<file path="src/prst_pkg.sv">
// Purpose: Shared constants and types for the processor reset interface block
// Assumes: Single clock aclk at 25 MHz, synchronous active-low aresetn
// Notes: Notes on behaviour listed below
//
// Notes on behaviour
// - Core reset reinitialises only processor-block state, nothing outside it
// - Any core reset during operation halts execution and drops all processor state
// - Reset inputs perform the reset and record its type
// - Request outputs never reset anything; only asserted inputs do
// - Last-reset field reads 01 core, 10 chip, 11 system/power-on, else kept
// - Internal power-on asserts all four resets at least sixteen cycles
// - Each request stays high until two cycles after its input asserts
// - Requests raised by debug field or watchdog time-out with matching select
package prst_pkg;

  // Register bus geometry
  localparam int         ADDR_W        = 4;
  localparam logic [3:0] CTRL_OFFSET   = 4'h0;
  localparam logic [3:0] STATUS_OFFSET = 4'h4;

  // Field positions
  localparam int DBG_LSB    = 0;
  localparam int WDOG_LSB   = 4;
  localparam int LAST_LSB   = 0;
  localparam int CORE_BIT   = 4;
  localparam int POR_BIT    = 5;
  localparam int REQ_LSB    = 6;

  // Reset type codes
  localparam logic [1:0] TYPE_NONE   = 2'h0;
  localparam logic [1:0] TYPE_CORE   = 2'h1;
  localparam logic [1:0] TYPE_CHIP   = 2'h2;
  localparam logic [1:0] TYPE_SYSTEM = 2'h3;

  // Values after reset and cycle counts
  localparam logic [1:0] LAST_RESET_INIT = 2'h3;
  localparam int         POR_CYCLES      = 16;
  localparam int         REQ_HOLD_CYCLES = 2;

  // Bus answers
  localparam logic [1:0] RESP_OKAY   = 2'h0;
  localparam logic [1:0] RESP_SLVERR = 2'h2;

  // Software-written control state
  typedef struct packed {
    logic [1:0] wdog;
    logic [1:0] dbg;
  } prst_ctrl_type;

  // Effective reset levels
  typedef struct packed {
    logic core;
    logic chip;
    logic sys;
    logic test;
  } prst_levels_type;

endpackage : prst_pkg

</file>
<file path="src/prst_req_hold.sv">
// Purpose: Holds one reset-request output until its reset input has been seen
// Assumes: trig and seen are synchronous to aclk
// Notes: A new trigger during the drain window keeps the request alive
`timescale 1ns/1ps
`default_nettype none
module prst_req_hold
  import prst_pkg::*;
#(
  parameter int HOLD = REQ_HOLD_CYCLES
) (
  // Clock and reset
  input  wire logic aclk,
  input  wire logic aresetn,
  // Request source and matching reset level
  input  wire logic trig,
  input  wire logic seen,
  // Request output
  output var  logic request
);

  typedef enum logic [1:0] {IDLE, PENDING, DRAIN} prst_hold_state_type;

  prst_hold_state_type state;
  prst_hold_state_type next_state;
  logic [1:0]          cnt;
  logic [1:0]          next_cnt;
  logic                next_request;

  // Next state of the request holder
  always_comb begin
    next_state = state;
    next_cnt   = cnt;
    case (state)
      IDLE: begin
        if (trig) begin
          next_state = PENDING;
        end
      end
      PENDING: begin
        if (seen) begin
          next_state = DRAIN;
          next_cnt   = 2'h1;
        end
      end
      DRAIN: begin
        if (trig) begin
          next_state = PENDING;
        end else if (cnt >= 2'(HOLD)) begin
          next_state = IDLE;
        end else begin
          next_cnt = cnt + 2'h1;
        end
      end
      default: next_state = IDLE;
    endcase
    next_request = (next_state != IDLE);
  end

  // Registers; survive core reset so the tail completes
  always_ff @(posedge aclk) begin
    if (!aresetn) begin
      state   <= IDLE;
      cnt     <= 2'h0;
      request <= 1'b0;
    end else begin
      state   <= next_state;
      cnt     <= next_cnt;
      request <= next_request;
    end
  end
endmodule : prst_req_hold
`default_nettype wire

</file>
<file path="src/prst_top.sv">
// Purpose: Reset interface of the processor block with AXI4-Lite register access
// Assumes: Reset inputs driven by fabric logic on aclk; watchdog pulse on aclk
// Notes: Control at 0x0, status at 0x4; other addresses answer SLVERR
`timescale 1ns/1ps
`default_nettype none
module prst_top
  import prst_pkg::*;
(
  // Clock and reset
  input  wire logic              aclk,
  input  wire logic              aresetn,
  // AXI4-Lite write address and data
  input  wire logic [ADDR_W-1:0] s_axi_awaddr,
  input  wire logic              s_axi_awvalid,
  output var  logic              s_axi_awready,
  input  wire logic [31:0]       s_axi_wdata,
  input  wire logic [3:0]        s_axi_wstrb,
  input  wire logic              s_axi_wvalid,
  output var  logic              s_axi_wready,
  // AXI4-Lite write response
  output var  logic [1:0]        s_axi_bresp,
  output var  logic              s_axi_bvalid,
  input  wire logic              s_axi_bready,
  // AXI4-Lite read
  input  wire logic [ADDR_W-1:0] s_axi_araddr,
  input  wire logic              s_axi_arvalid,
  output var  logic              s_axi_arready,
  output var  logic [31:0]       s_axi_rdata,
  output var  logic [1:0]        s_axi_rresp,
  output var  logic              s_axi_rvalid,
  input  wire logic              s_axi_rready,
  // Reset inputs from fabric
  input  wire logic              core_reset_in,
  input  wire logic              chip_reset_in,
  input  wire logic              system_reset_in,
  input  wire logic              scan_port_reset_n,
  // Watchdog time-out event
  input  wire logic              watchdog_timeout,
  // Reset requests to fabric
  output var  logic              core_reset_request,
  output var  logic              chip_reset_request,
  output var  logic              system_reset_request,
  // Resets into processor logic
  output var  logic              core_reset_out,
  output var  logic              test_reset_n_out
);

  prst_ctrl_type   ctrl, next_ctrl;
  prst_levels_type lvl;
  logic [4:0]      por_cnt, next_por_cnt;
  logic [1:0]      last_type, next_last_type, next_bresp, next_rresp;
  logic [2:0]      dbg_trig, wdt_trig, trig;
  logic [3:0]      aw_addr, next_aw_addr;
  logic [31:0]     w_data, next_w_data, next_rdata;
  logic            por_active, next_por_active, aw_got, next_aw_got, w_got, next_w_got;
  logic            w_lane0, next_w_lane0, next_bvalid, next_rvalid, do_write, ctrl_write;

  // Reset type code to one-hot request {system, chip, core}
  function automatic logic [2:0] type_onehot(input logic [1:0] code);
    case (code)
      TYPE_CORE:   type_onehot = 3'h1;
      TYPE_CHIP:   type_onehot = 3'h2;
      TYPE_SYSTEM: type_onehot = 3'h4;
      default:     type_onehot = 3'h0;
    endcase
  endfunction : type_onehot

  // Power-on sequencer: fixed length, not software-visible except status
  always_comb begin
    next_por_cnt    = por_cnt;
    next_por_active = por_active;
    if (por_active) begin
      next_por_cnt    = por_cnt + 5'h1;
      next_por_active = (por_cnt < 5'(POR_CYCLES - 1));
    end
  end

  always_ff @(posedge aclk) begin
    if (!aresetn) begin
      por_cnt    <= 5'h0;
      por_active <= 1'b1;
    end else begin
      por_cnt    <= next_por_cnt;
      por_active <= next_por_active;
    end
  end

  // Effective levels merge fabric inputs with the power-on sequence
  // active-low test reset
  assign lvl.core = core_reset_in | por_active;
  assign lvl.chip = chip_reset_in | por_active;
  assign lvl.sys  = system_reset_in | por_active;
  assign lvl.test = ~scan_port_reset_n | por_active;

  // Reset record and outputs to processor logic
  always_comb begin
    next_last_type = last_type;
    if (lvl.core && lvl.sys) begin
      next_last_type = TYPE_SYSTEM;
    end else if (lvl.core && lvl.chip) begin
      next_last_type = TYPE_CHIP;
    end else if (lvl.core) begin
      next_last_type = TYPE_CORE;
    end
  end

  always_ff @(posedge aclk) begin
    if (!aresetn) begin
      last_type        <= LAST_RESET_INIT;
      core_reset_out   <= 1'b1;
      test_reset_n_out <= 1'b0;
    end else begin
      last_type        <= next_last_type;
      core_reset_out   <= lvl.core;
      test_reset_n_out <= ~lvl.test;
    end
  end

  // Request sources; a core in reset raises none
  // debug and watchdog sources
  assign ctrl_write = do_write && (aw_addr == CTRL_OFFSET) && w_lane0;
  assign dbg_trig   = (ctrl_write && !lvl.core) ? type_onehot(w_data[DBG_LSB +: 2]) : 3'h0;
  assign wdt_trig   = (watchdog_timeout && !lvl.core) ? type_onehot(ctrl.wdog) : 3'h0;
  assign trig       = dbg_trig | wdt_trig;

  prst_req_hold u_core_req (.aclk(aclk), .aresetn(aresetn), .trig(trig[0]), .seen(lvl.core),
                            .request(core_reset_request));
  prst_req_hold u_chip_req (.aclk(aclk), .aresetn(aresetn), .trig(trig[1]), .seen(lvl.chip),
                            .request(chip_reset_request));
  prst_req_hold u_sys_req  (.aclk(aclk), .aresetn(aresetn), .trig(trig[2]), .seen(lvl.sys),
                            .request(system_reset_request));

  // Control register; processor state, so lost in any core reset
  always_comb begin
    next_ctrl = ctrl;
    if (ctrl_write) begin
      next_ctrl.dbg = w_data[DBG_LSB +: 2];
      next_ctrl.wdog = w_data[WDOG_LSB +: 2];
    end
    if (lvl.core) begin
      next_ctrl = '0;
    end
  end

  always_ff @(posedge aclk) begin
    if (!aresetn) begin
      ctrl <= '0;
    end else begin
      ctrl <= next_ctrl;
    end
  end

  // AXI4-Lite slave: address and data in either order, one write at a time
  assign do_write = aw_got && w_got && !s_axi_bvalid;

  always_comb begin
    next_aw_got  = aw_got;
    next_w_got   = w_got;
    next_aw_addr = aw_addr;
    next_w_data  = w_data;
    next_w_lane0 = w_lane0;
    next_bvalid  = s_axi_bvalid;
    next_bresp   = s_axi_bresp;
    if (s_axi_awvalid && s_axi_awready) begin
      next_aw_got  = 1'b1;
      next_aw_addr = {s_axi_awaddr[3:2], 2'h0};
    end
    if (s_axi_wvalid && s_axi_wready) begin
      next_w_got   = 1'b1;
      next_w_data  = s_axi_wdata;
      next_w_lane0 = s_axi_wstrb[0];
    end
    if (s_axi_bvalid && s_axi_bready) begin
      next_bvalid = 1'b0;
    end
    if (do_write) begin
      next_aw_got = 1'b0;
      next_w_got  = 1'b0;
      next_bvalid = 1'b1;
      // Status is read-only; writes to it are quietly dropped
      next_bresp  = (aw_addr == CTRL_OFFSET || aw_addr == STATUS_OFFSET)
                    ? RESP_OKAY : RESP_SLVERR;
    end
  end

  // Read path: one cycle from address to data
  always_comb begin
    next_rvalid = s_axi_rvalid;
    next_rdata  = s_axi_rdata;
    next_rresp  = s_axi_rresp;
    if (s_axi_rvalid && s_axi_rready) begin
      next_rvalid = 1'b0;
    end
    if (s_axi_arvalid && s_axi_arready) begin
      next_rvalid = 1'b1;
      next_rdata  = 32'h0;
      next_rresp  = RESP_OKAY;
      case ({s_axi_araddr[3:2], 2'h0})
        CTRL_OFFSET: begin
          next_rdata[DBG_LSB +: 2] = ctrl.dbg;
          next_rdata[WDOG_LSB +: 2] = ctrl.wdog;
        end
        STATUS_OFFSET: begin
          next_rdata[LAST_LSB +: 2] = last_type;
          next_rdata[CORE_BIT]      = core_reset_out;
          next_rdata[POR_BIT]       = por_active;
          next_rdata[REQ_LSB +: 3]  = {system_reset_request, chip_reset_request,
                                       core_reset_request};
        end
        default: next_rresp = RESP_SLVERR;
      endcase
    end
  end

  // Ready lines are registered, so each channel takes at most one beat
  always_ff @(posedge aclk) begin
    if (!aresetn) begin
      aw_got        <= 1'b0;
      w_got         <= 1'b0;
      aw_addr       <= 4'h0;
      w_data        <= 32'h0;
      w_lane0       <= 1'b0;
      s_axi_awready <= 1'b0;
      s_axi_wready  <= 1'b0;
      s_axi_bvalid  <= 1'b0;
      s_axi_bresp   <= RESP_OKAY;
      s_axi_arready <= 1'b0;
      s_axi_rvalid  <= 1'b0;
      s_axi_rdata   <= 32'h0;
      s_axi_rresp   <= RESP_OKAY;
    end else begin
      aw_got        <= next_aw_got;
      w_got         <= next_w_got;
      aw_addr       <= next_aw_addr;
      w_data        <= next_w_data;
      w_lane0       <= next_w_lane0;
      s_axi_awready <= !next_aw_got && !next_bvalid;
      s_axi_wready  <= !next_w_got && !next_bvalid;
      s_axi_bvalid  <= next_bvalid;
      s_axi_bresp   <= next_bresp;
      s_axi_arready <= !next_rvalid && !(s_axi_arvalid && s_axi_arready);
      s_axi_rvalid  <= next_rvalid;
      s_axi_rdata   <= next_rdata;
      s_axi_rresp   <= next_rresp;
    end
  end
endmodule : prst_top
`default_nettype wire

</file>
<file path="config.mk">
export PLATFORM = sky130hd
export DESIGN_NAME = prst_top
export DESIGN_NICKNAME = d
export VERILOG_FILES = /design/src/prst_pkg.sv /design/src/prst_req_hold.sv /design/src/prst_top.sv
export SDC_FILE = /design/constraint.sdc
export NUM_CORES = 1
export LEC_CHECK = 0
export BUFFER_PORTS_ARGS = -buffer_cell sky130_fd_sc_hd__buf_2
export CAP_MARGIN = 20
export CORE_MARGIN = 1
export CORE_UTILIZATION = 43
export DETAILED_ROUTE_END_ITERATION = 10
export PLACE_DENSITY_LB_ADDON = 0.1
export SLEW_MARGIN = 20
export SYNTH_ARGS = -nofsm -noshare
export SYNTH_HDL_FRONTEND = slang
export SYNTH_SLANG_ARGS = --single-unit
</file>
<file path="constraint.sdc">
create_clock -name aclk -period 1.8 [get_ports aclk]
set_clock_uncertainty 0.2 [all_clocks]
set_input_delay 0.18 -clock aclk [delete_from_list [all_inputs] [get_ports aclk]]
set_output_delay 0.18 -clock aclk [all_outputs]
set_load 0.01 [all_outputs]
</file>
## Word level (Yosys, flattened, before mapping)

Index checks and enable logic that the tools add are counted.

- Bits in read-only memories: 0
- Bits in latches: 0
- Bits in writable memories: 0
- Output and inout bits: 46
- Bits in registers: 56
- Memories: 0
- Logic and storage cells: 159
- Input bits: 56

- $mul: 0
- Magnitude comparators: 4
- $add $sub $neg: 4
- Divide/modulo/power cells: 0
- Mux-type cells: 47
- Shifts and indexed selects: 0
- Eq/ne operators: 23
- Bitwise operators: 8
- Reduce and logical (&&, ||, !) cells: 43

Operators with widths:

| operator | count |
|---|---|
| 2-to-1 mux 2 bit | 23 |
| case mux 2 bit (2 select lines) | 5 |
| case mux 2 bit (3 select lines) | 3 |
| case mux 3 bit (3 select lines) | 2 |
| logical AND 1 bit | 16 |
| equality test 2 x 1 -> 1 bit, second input constant | 7 |
| equality test 2 bit, second input constant | 7 |
| nonzero test 2 bit | 7 |
| inequality test 2 bit, second input constant | 6 |
| AND reduction 4 bit | 3 |
| 2-to-1 mux 1 bit | 11 |
| 2-to-1 mux 3 bit | 3 |
| zero test 2 bit | 4 |
| zero test 1 bit | 7 |
| adder 2 x 1 -> 2 bit, second input constant | 3 |
| >= comparator 2 bit, second input constant | 3 |
| inequality test 2 x 1 -> 1 bit, second input constant | 3 |
| OR reduction 2 bit | 3 |
| adder 5 x 1 -> 5 bit, second input constant | 1 |
| < comparator 5 x 4 -> 1 bit, second input constant | 1 |
| zero test 4 bit | 1 |
| bitwise OR 1 bit | 4 |
| inverter 1 bit | 3 |
| bitwise OR 3 bit | 1 |
| 2 further kinds | 2 |

## Longest topological paths before layout

Gate-level depths: netlist of run 1.

- Word-level depth: 10
- Gate-level depth with buffers: 6
- Gate-level depth less buffers: 6

## Cells and area by module

A second synthesis of run 1 with hierarchy kept.

- Cells, all modules: 259
- Area, all modules: 2389.8 um^2

By module, submodules not included:

| module | seq. area each (um^2) | cells an instance | times used | area each (um^2) |
|---|---|---|---|---|
| prst_top | 740.7 | 187 | 1 | 1672.9 |
| prst_req_hold | 100.1 | 24 | 3 | 239.0 |

## Worst setup path after synthesis of run 1

No wires, ideal clock.

- Path type: flip-flop to flip-flop
- Start: reg s_axi_bvalid
- End: reg u_core_req.cnt[0]
- Data required time: 1.484 ns
- Path slack: 0.012 ns
- Path buffers: 0
- Setup time: 0.116 ns
- Arrival: 1.472 ns
- Clock period less this slack: 1.788 ns
- Cell stages (with the launch flop): 6
- Cell sequence: dfxtp_1 and3b_1 nand3_1 o311a_1 a211o_1 and3_1

- Word-level cells in the longest chain between the ends: 9

Ends and longest elaborated chain:

| what | line | source |
|---|---|---|
| start: declaration | prst_top.sv:22 | `output var logic s_axi_bvalid,` |
| start signal: assignment | prst_top.sv:239 | `s_axi_bvalid <= next_bvalid;` |
| zero test 1 bit | prst_top.sv:154 | `assign do_write = aw_got && w_got && !s_axi_bvalid;` |
| logical AND 1 bit | prst_top.sv:154 |  |
| logical AND 1 bit (2 in series) | prst_top.sv:121 | `assign ctrl_write = do_write && (aw_addr == CTRL_OFFSET) && w_lane0;` |
| logical AND 1 bit | prst_top.sv:122 | `assign dbg_trig = (ctrl_write && !lvl.core) ? type_onehot(w_data[DBG_LSB +: 2]) : 3'h0;` |
| 2-to-1 mux 3 bit | prst_top.sv:122 |  |
| bitwise OR 3 bit | prst_top.sv:124 | `assign trig = dbg_trig \| wdt_trig;` |
| inequality test 2 bit (no source line) | - |  |
| AND reduction 4 bit (no source line) | - |  |
| end signal: assignment | prst_req_hold.sv:67 | `cnt <= next_cnt;` |
| end: declaration | prst_req_hold.sv:25 | `logic [1:0] cnt;` |

No other way between the ends.
A chain may end at the register's enable or synchronous reset.

## Final worst setup path of run 1

- Start: reg aw_addr[2]
- End: reg u_chip_req.cnt[0]

- Word-level cells in the longest chain between the ends: 8

Ends and longest elaborated chain:

| what | line | source |
|---|---|---|
| start: declaration | prst_top.sv:53 | `logic [3:0] aw_addr, next_aw_addr;` |
| start signal: assignment | prst_top.sv:234 | `aw_addr <= next_aw_addr;` |
| zero test 4 bit | prst_top.sv:121 |  |
| logical AND 1 bit (2 in series) | prst_top.sv:121 |  |
| logical AND 1 bit | prst_top.sv:122 |  |
| 2-to-1 mux 3 bit | prst_top.sv:122 |  |
| bitwise OR 3 bit | prst_top.sv:124 |  |
| inequality test 2 bit (no source line) | - |  |
| AND reduction 4 bit (no source line) | - |  |
| end signal: assignment | prst_req_hold.sv:67 |  |
| end: declaration | prst_req_hold.sv:25 |  |

No other way between the ends.

==> results.yml, run 1 <==
timing:
  finalCriticalPeriod_ps: 1770
  slew_viol_final: 0
  final-hold-violation-count: 0
  holdWs_ps: 4.45
  setup_viol: 0
  rsz0062_at_grt: "true"
  post-route-period-util: 0.985
  fmax_mhz: 564
floorplanning:
  dieArea_um2: 5960
  die_y_um: 77.2
  io_pins: 102
  fp.dieW_um: 77.2
  start_util: 0.444
  core-area_um2: 5470
  rows: 27
synthesis:
  async_flop_share: 0
  synth_edf_count: 0
  yosysSeqAreaShare: 0.428
  syn_inst: 268
  syn_area_um2: 2430
  yosys_warnings: 0
  ys_ff_latch: 52
  synth_area_leaders: "dfxtp_1 (43%), buf_4 (8.3%), nand2_1 (5.4%), a21boi_0 (3.7%), nor2b_1 (3.1%)"
  synth_top_cell_by_area: "dfxtp_1"
  synth_top_flop_cell: "dfxtp_1"
  synth_top_area_frac: 0.428
  ys_types: 46
  syn_area_per_cell_um2: 9.07
clock_network:
  clk_pin_slew_ps: 90
  cts_tree: "done"
  worstSkewPairLatency_ps: 310
  htreeDepth: 2
  clock-sinks: 52
  cts_buffers: 5
  cts_root_buf: "clkbuf_8"
  max-clock-path-buffers: 2
cells_and_area:
  final_cell_area_um2: 3100
  fin_nets: 406
  layout_commonest_cell: "dfxtp_1"
  antenna_cells: 0
  final_util: 0.567
  multi_input_area_um2: 1280
  drive_above_1_share: 0.271
  fillers: 523
  regArea_um2: 1050
  area_growth_pct: 27.7
  final_cell_mix: "dfxtp_1 (45), buf_2 (39), nand2_1 (35)"
outcome:
  status: "finished clean"
global_route:
  grt_first_pass_wirelength_mm: 8.53
  grt_overflow: 0
  grt_max_degree: 25
  grt_pass1_vias: 1847
  track_usage: 0.180
  antenna_found_initial: 0
critical_path:
  cp.required_ps: 1800
  crit_fanout: 4
  worst-path-buf-inv: 0
  cp_top_family: "simple AND/OR/NAND/NOR gates"
  cpPeakStageDelay_ps: 420
  crit_slowest_cell: "or3b_4"
  cp.arrival_ps: 1780
  path_class: "flip-flop to flip-flop"
  crit_path_cell_trace: "or3b_4 > nor4_4 > o41ai_2 > o311a_1 > o211a_1"
  start_kind: "flip-flop"
  critPathCaptureType: "flip-flop"
drt:
  vias_per_cell: 4.76
  drc: 0
  ant_nets: 0
  drt-initial-drc-count: 92
  firstDrtPassIters: 4
  route.vias.total: 1995
  wire_per_inst_um: 12.0
  routed_wl_mm: 5.04
placement:
  gp_congestion: 0.806
  dp_hpwl_mm: 3.47
  port-buffer-count: 39
  placed_area_um2: 2750
power:
  p_leak_nw: 1.31
  peakVddDrop_mv: 0.375
  power.total_w: 0.00221
  powerDensity_nw_per_um2: 711
hold_path:
  hold_class: "input port to flip-flop"
job:
  drv_cap: 0
-- routing by layer --
layer,up-vias,part of all wire,global-route usage
li1,1034,-,-
met1,927,0.48,0.233
met2,28,0.48,0.296
met3,6,0.028,0.0405
met4,0,0.014,0.0566
met5,-,0,0
-- final timing paths --
| kind | start | to | slack [ps] | cells after the start |
|---|---|---|---|---|
| worst max-delay path | aw_addr[2]$_SDFFE_PN0P_ | u_chip_req.cnt[0]$_SDFFE_PN0P_ | 30 | 5 |
| worst min-delay path | s_axi_wvalid | w_data[0]$_SDFFE_PN0P_ | 4 | 3 |
| worst max register to register | aw_addr[2]$_SDFFE_PN0P_ | u_chip_req.cnt[0]$_SDFFE_PN0P_ | 30 | 5 |
| worst min register to register | ctrl[1]$_SDFFE_PP0P_ | ctrl[1]$_SDFFE_PP0P_ | 260 | 2 |
-- sequential cells by signal, indices dropped and copies added, names as in the netlist, 2 cells and up --
| register | flops |
|---|---|
| u_chip_req.cnt | 2 |
| u_core_req.state | 2 |
| ctrl | 4 |
| por_cnt | 5 |
| u_sys_req.cnt | 2 |
| w_data | 4 |
| s_axi_rdata | 7 |
| aw_addr | 2 |
| u_chip_req.state | 2 |
| u_sys_req.state | 2 |
| last_type | 2 |
| u_core_req.cnt | 2 |
-- report_power, final --
part	total (W)	internal [W]	switching, W	leakage [nW]
Clock	0.000792	0.000413	0.000379	0.0552
Combinational	0.000206	0.000102	0.000105	0.835
Sequential	0.00121	0.00118	0.0000276	0.424
-- metrics by stage --
stage / worst slack, ps / setup TNS (ps) / cells
2_1_floorplan: 12.2 / 0 / 294
4_1_cts: 19.3 / 0 / 419
6_report: 26.9 / 0 / 419
5_1_grt: -71.4 / -130 / 419
3_3_place_gp: -68.4 / -232 / 393
3_5_place_dp: -90.1 / -352 / 393
-- cells in the mapped netlist (all sizes together) (5+ instances only) --
cell type,count
a21oi,7
nand2,35
a21boi,12
nand3,10
a22oi,7
nand4,6
and2,8
nand2b,5
nor2b,12
nor2,10
inv,8
dfxtp,52
clkbuf,6
buf,29
-- cell families (layout without fill, tap and decap cells) --
| group | after synthesis | count (layout) | synth area share |
|---|---|---|---|
| buf+inv | 43 | 96 | 0.111 |
| xor+xnor | 4 | 4 | 0.0144 |
| compound gates | 47 | 47 | 0.144 |
| other cells | 1 | 27 | 0.00154 |
| mux | 7 | 7 | 0.0309 |
| flops | 52 | 52 | 0.428 |
| simple gates | 110 | 110 | 0.249 |
| fa+ha+maj | 4 | 4 | 0.0206 |
-- area by class of cell --
type	instances	area share
clock inverters	2	0.0113
flip-flops and latches	52	0.338
well taps	72	0.0290
repair buffers	80	0.176
multi-input cells	199	0.413
inverters	8	0.00967
clock buffers	6	0.0234
-- worst register-to-register path: stages, from the launching register on --
cell     delay [ps]
dfxtp_2         350
or3b_4          420
nor4_4          190
o41ai_2         110
o311a_1         180
o211a_1         230
-- timing repair --
item / CTS / global route
hold buffers: 17 / 0
hold endpoints to repair: 13 / 0
pin swaps: 2 / 6
gates resized for setup: 4 / 16
buffers inserted: 1 / 0
endpoints found under the setup margin: 6 / 10
Power figures use the tool's default switching activity.
==> run 2, diff against run 1 <==
- ABC_CLOCK_PERIOD_IN_PS: unset -> 1800
- SETUP_SLACK_MARGIN: unset -> 0.2
==> results.yml, run 2 (synthesis gave the netlist of run 1 again) <==
outcome:
  status: "finished clean"
cells_and_area:
  drive_above_1_share: 0.287
  layout_commonest_cell: "dfxtp_1"
  area_growth_pct: 27.8
  final_cell_mix: "dfxtp_1 (42), buf_2 (39), nand2_1 (35)"
  top_register: "s_axi_rdata"
  fin_nets: 404
  antenna_cells: 0
  final_cell_area_um2: 3110
  fillers: 510
  final_cells: 417
  largestRegisters: "s_axi_rdata x7, por_cnt x5"
  largest_register_ffs: 7
clock_network:
  cts_buffers: 5
  max-clock-path-buffers: 2
  cts_tree: "done"
  htreeDepth: 2
  worstSkewPairLatency_ps: 300
  cts_root_buf: "clkbuf_8"
  clk_pin_slew_ps: 90
  clock-sinks: 52
critical_path:
  crit_fanout: 4
  reg2reg_from: "aw_addr[2]$_SDFFE_PN0P_"
  cp.required_ps: 1810
  cp.arrival_ps: 1750
  crit_slowest_cell: "or3b_4"
  path_class: "flip-flop to flip-flop"
  critPathCaptureType: "flip-flop"
  start_kind: "flip-flop"
  rr_worst_depth: 5
  startpoint: "aw_addr[2]$_SDFFE_PN0P_"
  cpPeakStageDelay_ps: 410
  crit_path_cell_trace: "or3b_4 > nor4_4 > o41ai_2 > o311a_1 > o211a_1"
drt:
  vias_per_cell: 4.83
  drt-initial-drc-count: 85
  drc: 0
  firstDrtPassIters: 4
  routed_wl_mm: 4.86
  route.vias.total: 2014
  wire_per_inst_um: 11.6
  ant_nets: 0
global_route:
  grt_max_degree: 24
  grt_first_pass_wirelength_mm: 8.29
  track_usage: 0.177
  grt_overflow: 0
  grt_pass1_vias: 1797
  antenna_found_initial: 0
timing:
  setup_viol: 0
  final-hold-violation-count: 0
  post-route-period-util: 0.970
  fmax_mhz: 573
  slew_viol_final: 0
  holdWs_ps: 9.61
  setup_tns_ps: 0
  finalCriticalPeriod_ps: 1750
  rsz0062_at_grt: "true"
placement:
  gp_congestion: 0.768
  port-buffer-count: 39
  dp.cells: 387
  dp_hpwl_mm: 3.35
  placed_area_um2: 2720
floorplanning:
  rows: 27
  dieArea_um2: 5960
  fp.dieW_um: 77.2
  die_y_um: 77.2
  core-area_um2: 5470
  io_pins: 102
  start_util: 0.444
power:
  swShare: 0.243
  pwr-share-comb: 0.098
  peakVddDrop_mv: 0.388
  pwr-share-clk: 0.327
  powerDensity_nw_per_um2: 676
  power.total_w: 0.00210
  power_frac_seq: 0.574
  cell_internal_pwr_w: 0.00159
  p_leak_nw: 1.31
  switchingPower_w: 0.000511
hold_path:
  whs_path_depth: 3
  min_from: "s_axi_wvalid"
  hold_class: "input port to flip-flop"
job:
  drv_cap: 0
-- run 2: path summary, 6_finish.rpt --
path	endpoint	slack [ps]
setup / recovery	u_chip_req.cnt[0]$_SDFFE_PN0P_	50
hold reg to reg	ctrl[0]$_SDFFE_PP0P_	260
setup reg to reg	u_chip_req.cnt[0]$_SDFFE_PN0P_	50
hold / removal	w_data[0]$_SDFFE_PN0P_	10
-- run 2: metrics by stage --
step	utilization	worst slack [ps]
6_report	0.568	53.6
5_1_grt	0.568	-36.0
2_1_floorplan	-	93.1
3_5_place_dp	0.498	10.6
4_1_cts	0.559	50.0
3_3_place_gp	0.498	1.68
-- run 2: worst max-delay path, delay by kind of cell (launching register included) --
family / cells / cell delay, ps
simple gates: 2 / 620
compound gates: 3 / 500
flops: 1 / 340
-- run 2: final cells by class --
cell class,count,area (µm²),area share
flip-flops and latches,52,1050,0.339
clock inverters,2,10.0,0.00322
clock buffers,6,82.6,0.0266
multi-input cells,199,1310,0.421
repair buffers,78,533,0.171
inverters,8,30.0,0.00966
well taps,72,90.1,0.0290
-- run 2: power groups by stage --
stage          clock network, W  logic [W]  registers [W]
2_1_floorplan                 0   0.000145        0.00123
3_5_place_dp                  0   0.000177        0.00123
5_1_grt                0.000756   0.000232        0.00121
6_report               0.000688   0.000207        0.00121
4_1_cts                0.000718   0.000207        0.00121
3_3_place_gp                  0   0.000175        0.00123
-- run 2: metal layers --
layer	share of wire	GRT usage	vias to the layer above	wire length [µm]
met5	0	0	-	0
met4	0.016	0.0774	0	78
met3	0.027	0.0405	6	129
met2	0.47	0.280	31	2280
met1	0.49	0.228	944	2370
li1	-	-	1033	-
-- run 2: what timing repair did --
item / in CTS / in global routing
setup endpoints to repair: 14 / 18
setup buffers: 3 / 1
pin swaps: 6 / 6
hold endpoints to repair: 14 / 0
hold buffers: 18 / 0
cloned: 0 / 0
gates resized for setup: 13 / 10
==> run 3, diff against run 2 <==
- HOLD_SLACK_MARGIN: unset -> 0.15
==> results.yml, run 3 (synthesis gave the netlist of run 1 again) <==
clock_network:
  cts_buffers: 5
  clock-sinks: 52
  htreeDepth: 2
  clk_pin_slew_ps: 90
  cts_tree: "done"
  cts_root_buf: "clkbuf_8"
  max-clock-path-buffers: 2
  worstSkewPairLatency_ps: 310
timing:
  fmax_mhz: 572
  finalCriticalPeriod_ps: 1750
  setup_viol: 0
  final-hold-violation-count: 0
  slew_viol_final: 0
  rsz0062_at_grt: "true"
  post-route-period-util: 0.972
critical_path:
  critPathCaptureType: "flip-flop"
  cp_top_family: "simple AND/OR/NAND/NOR gates"
  path_class: "flip-flop to flip-flop"
  start_kind: "flip-flop"
  cp.arrival_ps: 1760
  cpPeakStageDelay_ps: 410
  crit_slowest_cell: "or3b_4"
  cp.required_ps: 1810
  worst-path-buf-inv: 0
  crit_fanout: 4
  crit_path_cell_trace: "or3b_4 > nor4_4 > o41ai_2 > o311a_1 > o211a_1"
global_route:
  antenna_found_initial: 0
  grt_max_degree: 24
  grt_pass1_vias: 1884
  grt_first_pass_wirelength_mm: 8.60
  grt_overflow: 0
  track_usage: 0.183
drt:
  routed_wl_mm: 5.05
  drt-initial-drc-count: 92
  firstDrtPassIters: 4
  vias_per_cell: 4.79
  ant_nets: 0
  wire_per_inst_um: 11.9
  drc: 0
  route.vias.total: 2034
cells_and_area:
  layout_commonest_cell: "dfxtp_1"
  final_cell_area_um2: 3190
  fin_nets: 412
  final_cells: 425
  largest_register_ffs: 7
  antenna_cells: 0
  top_register: "s_axi_rdata"
  area_growth_pct: 31.1
  drive_above_1_share: 0.280
  largestRegisters: "s_axi_rdata x7, por_cnt x5"
  final_util: 0.583
  final_cell_mix: "dfxtp_1 (42), buf_2 (39), nand2_1 (35)"
power:
  p_leak_nw: 1.34
  powerDensity_nw_per_um2: 665
  peakVddDrop_mv: 0.394
placement:
  dp_hpwl_mm: 3.35
  placed_area_um2: 2720
  dp.cells: 387
  port-buffer-count: 39
  gp_congestion: 0.768
floorplanning:
  start_util: 0.444
  core-area_um2: 5470
  rows: 27
  fp.dieW_um: 77.2
  dieArea_um2: 5960
  io_pins: 102
  die_y_um: 77.2
outcome:
  status: "finished clean"
hold_path:
  hold_class: "input port to flip-flop"
job:
  drv_cap: 0
run 3: changes by cell type in the layout (fill, tap and decap cells not counted), sizes merged:
cell / before / now
dlygate4sd3: 18 / 26
run 3: power breakdown:
group	switching (W)	internal, W	leakage, nW
Clock	0.000384	0.000308	0.0510
Combinational	0.000108	0.000113	0.862
Sequential	0.0000260	0.00118	0.425
Total	0.000518	0.00160	1.34
run 3: final cells by class:
class | count | area [µm²]
clock inverters | 2 | 10.0
inverters | 8 | 30.0
well taps | 72 | 90.1
clock buffers | 6 | 82.6
multi-input cells | 199 | 1310
fillers | 511 | 2280
flip-flops and latches | 52 | 1050
repair buffers | 86 | 613
run 3: routing by layer:
metal	up-vias	global-route usage	routed length (µm)
li1	1048	-	-
met5	-	0	0
met4	0	0.0774	75
met1	950	0.224	2390
met3	7	0.0405	121
met2	29	0.306	2470
run 3: worst register-to-register path: stages (launching register included):
cell and delay (ps):
dfxtp_2 340, or3b_4 410, nor4_4 210, o41ai_2 110, o311a_1 170, o211a_1 220
run 3: worst paths after layout:
kind | startpoint | endpoint | slack [ps] | depth (start not counted)
worst min register to register | ctrl[0]$_SDFFE_PP0P_ | ctrl[0]$_SDFFE_PP0P_ | 260 | 2
worst max-delay path | aw_addr[2]$_SDFFE_PN0P_ | u_chip_req.cnt[0]$_SDFFE_PN0P_ | 50 | 5
worst min-delay path | system_reset_in | u_sys_req.state[1]$_SDFF_PN0_ | 160 | 4
worst max register to register | aw_addr[2]$_SDFFE_PN0P_ | u_chip_req.cnt[0]$_SDFFE_PN0P_ | 50 | 5
run 3: stage by stage:
stage / TNS, ps / hold slack [ps] / power, W / worst slack, ps
after floorplan: 0 / 102 / 0.00138 / 93.1
after detailed placement: 0 / 188 / 0.00141 / 10.6
final: 0 / 161 / 0.00212 / 50.5
after CTS: 0 / 151 / 0.00214 / 50.0
after global placement: 0 / 185 / 0.00141 / 1.68
after global routing: -66.1 / 186 / 0.00222 / -36.0
run 3: timing repair:
item	in CTS	in global routing
setup endpoints to repair	14	23
resized for setup	13	12
pin swaps	6	6
cloned	0	0
buffers inserted	3	1
hold endpoints to repair	28	1
hold buffers	26	1
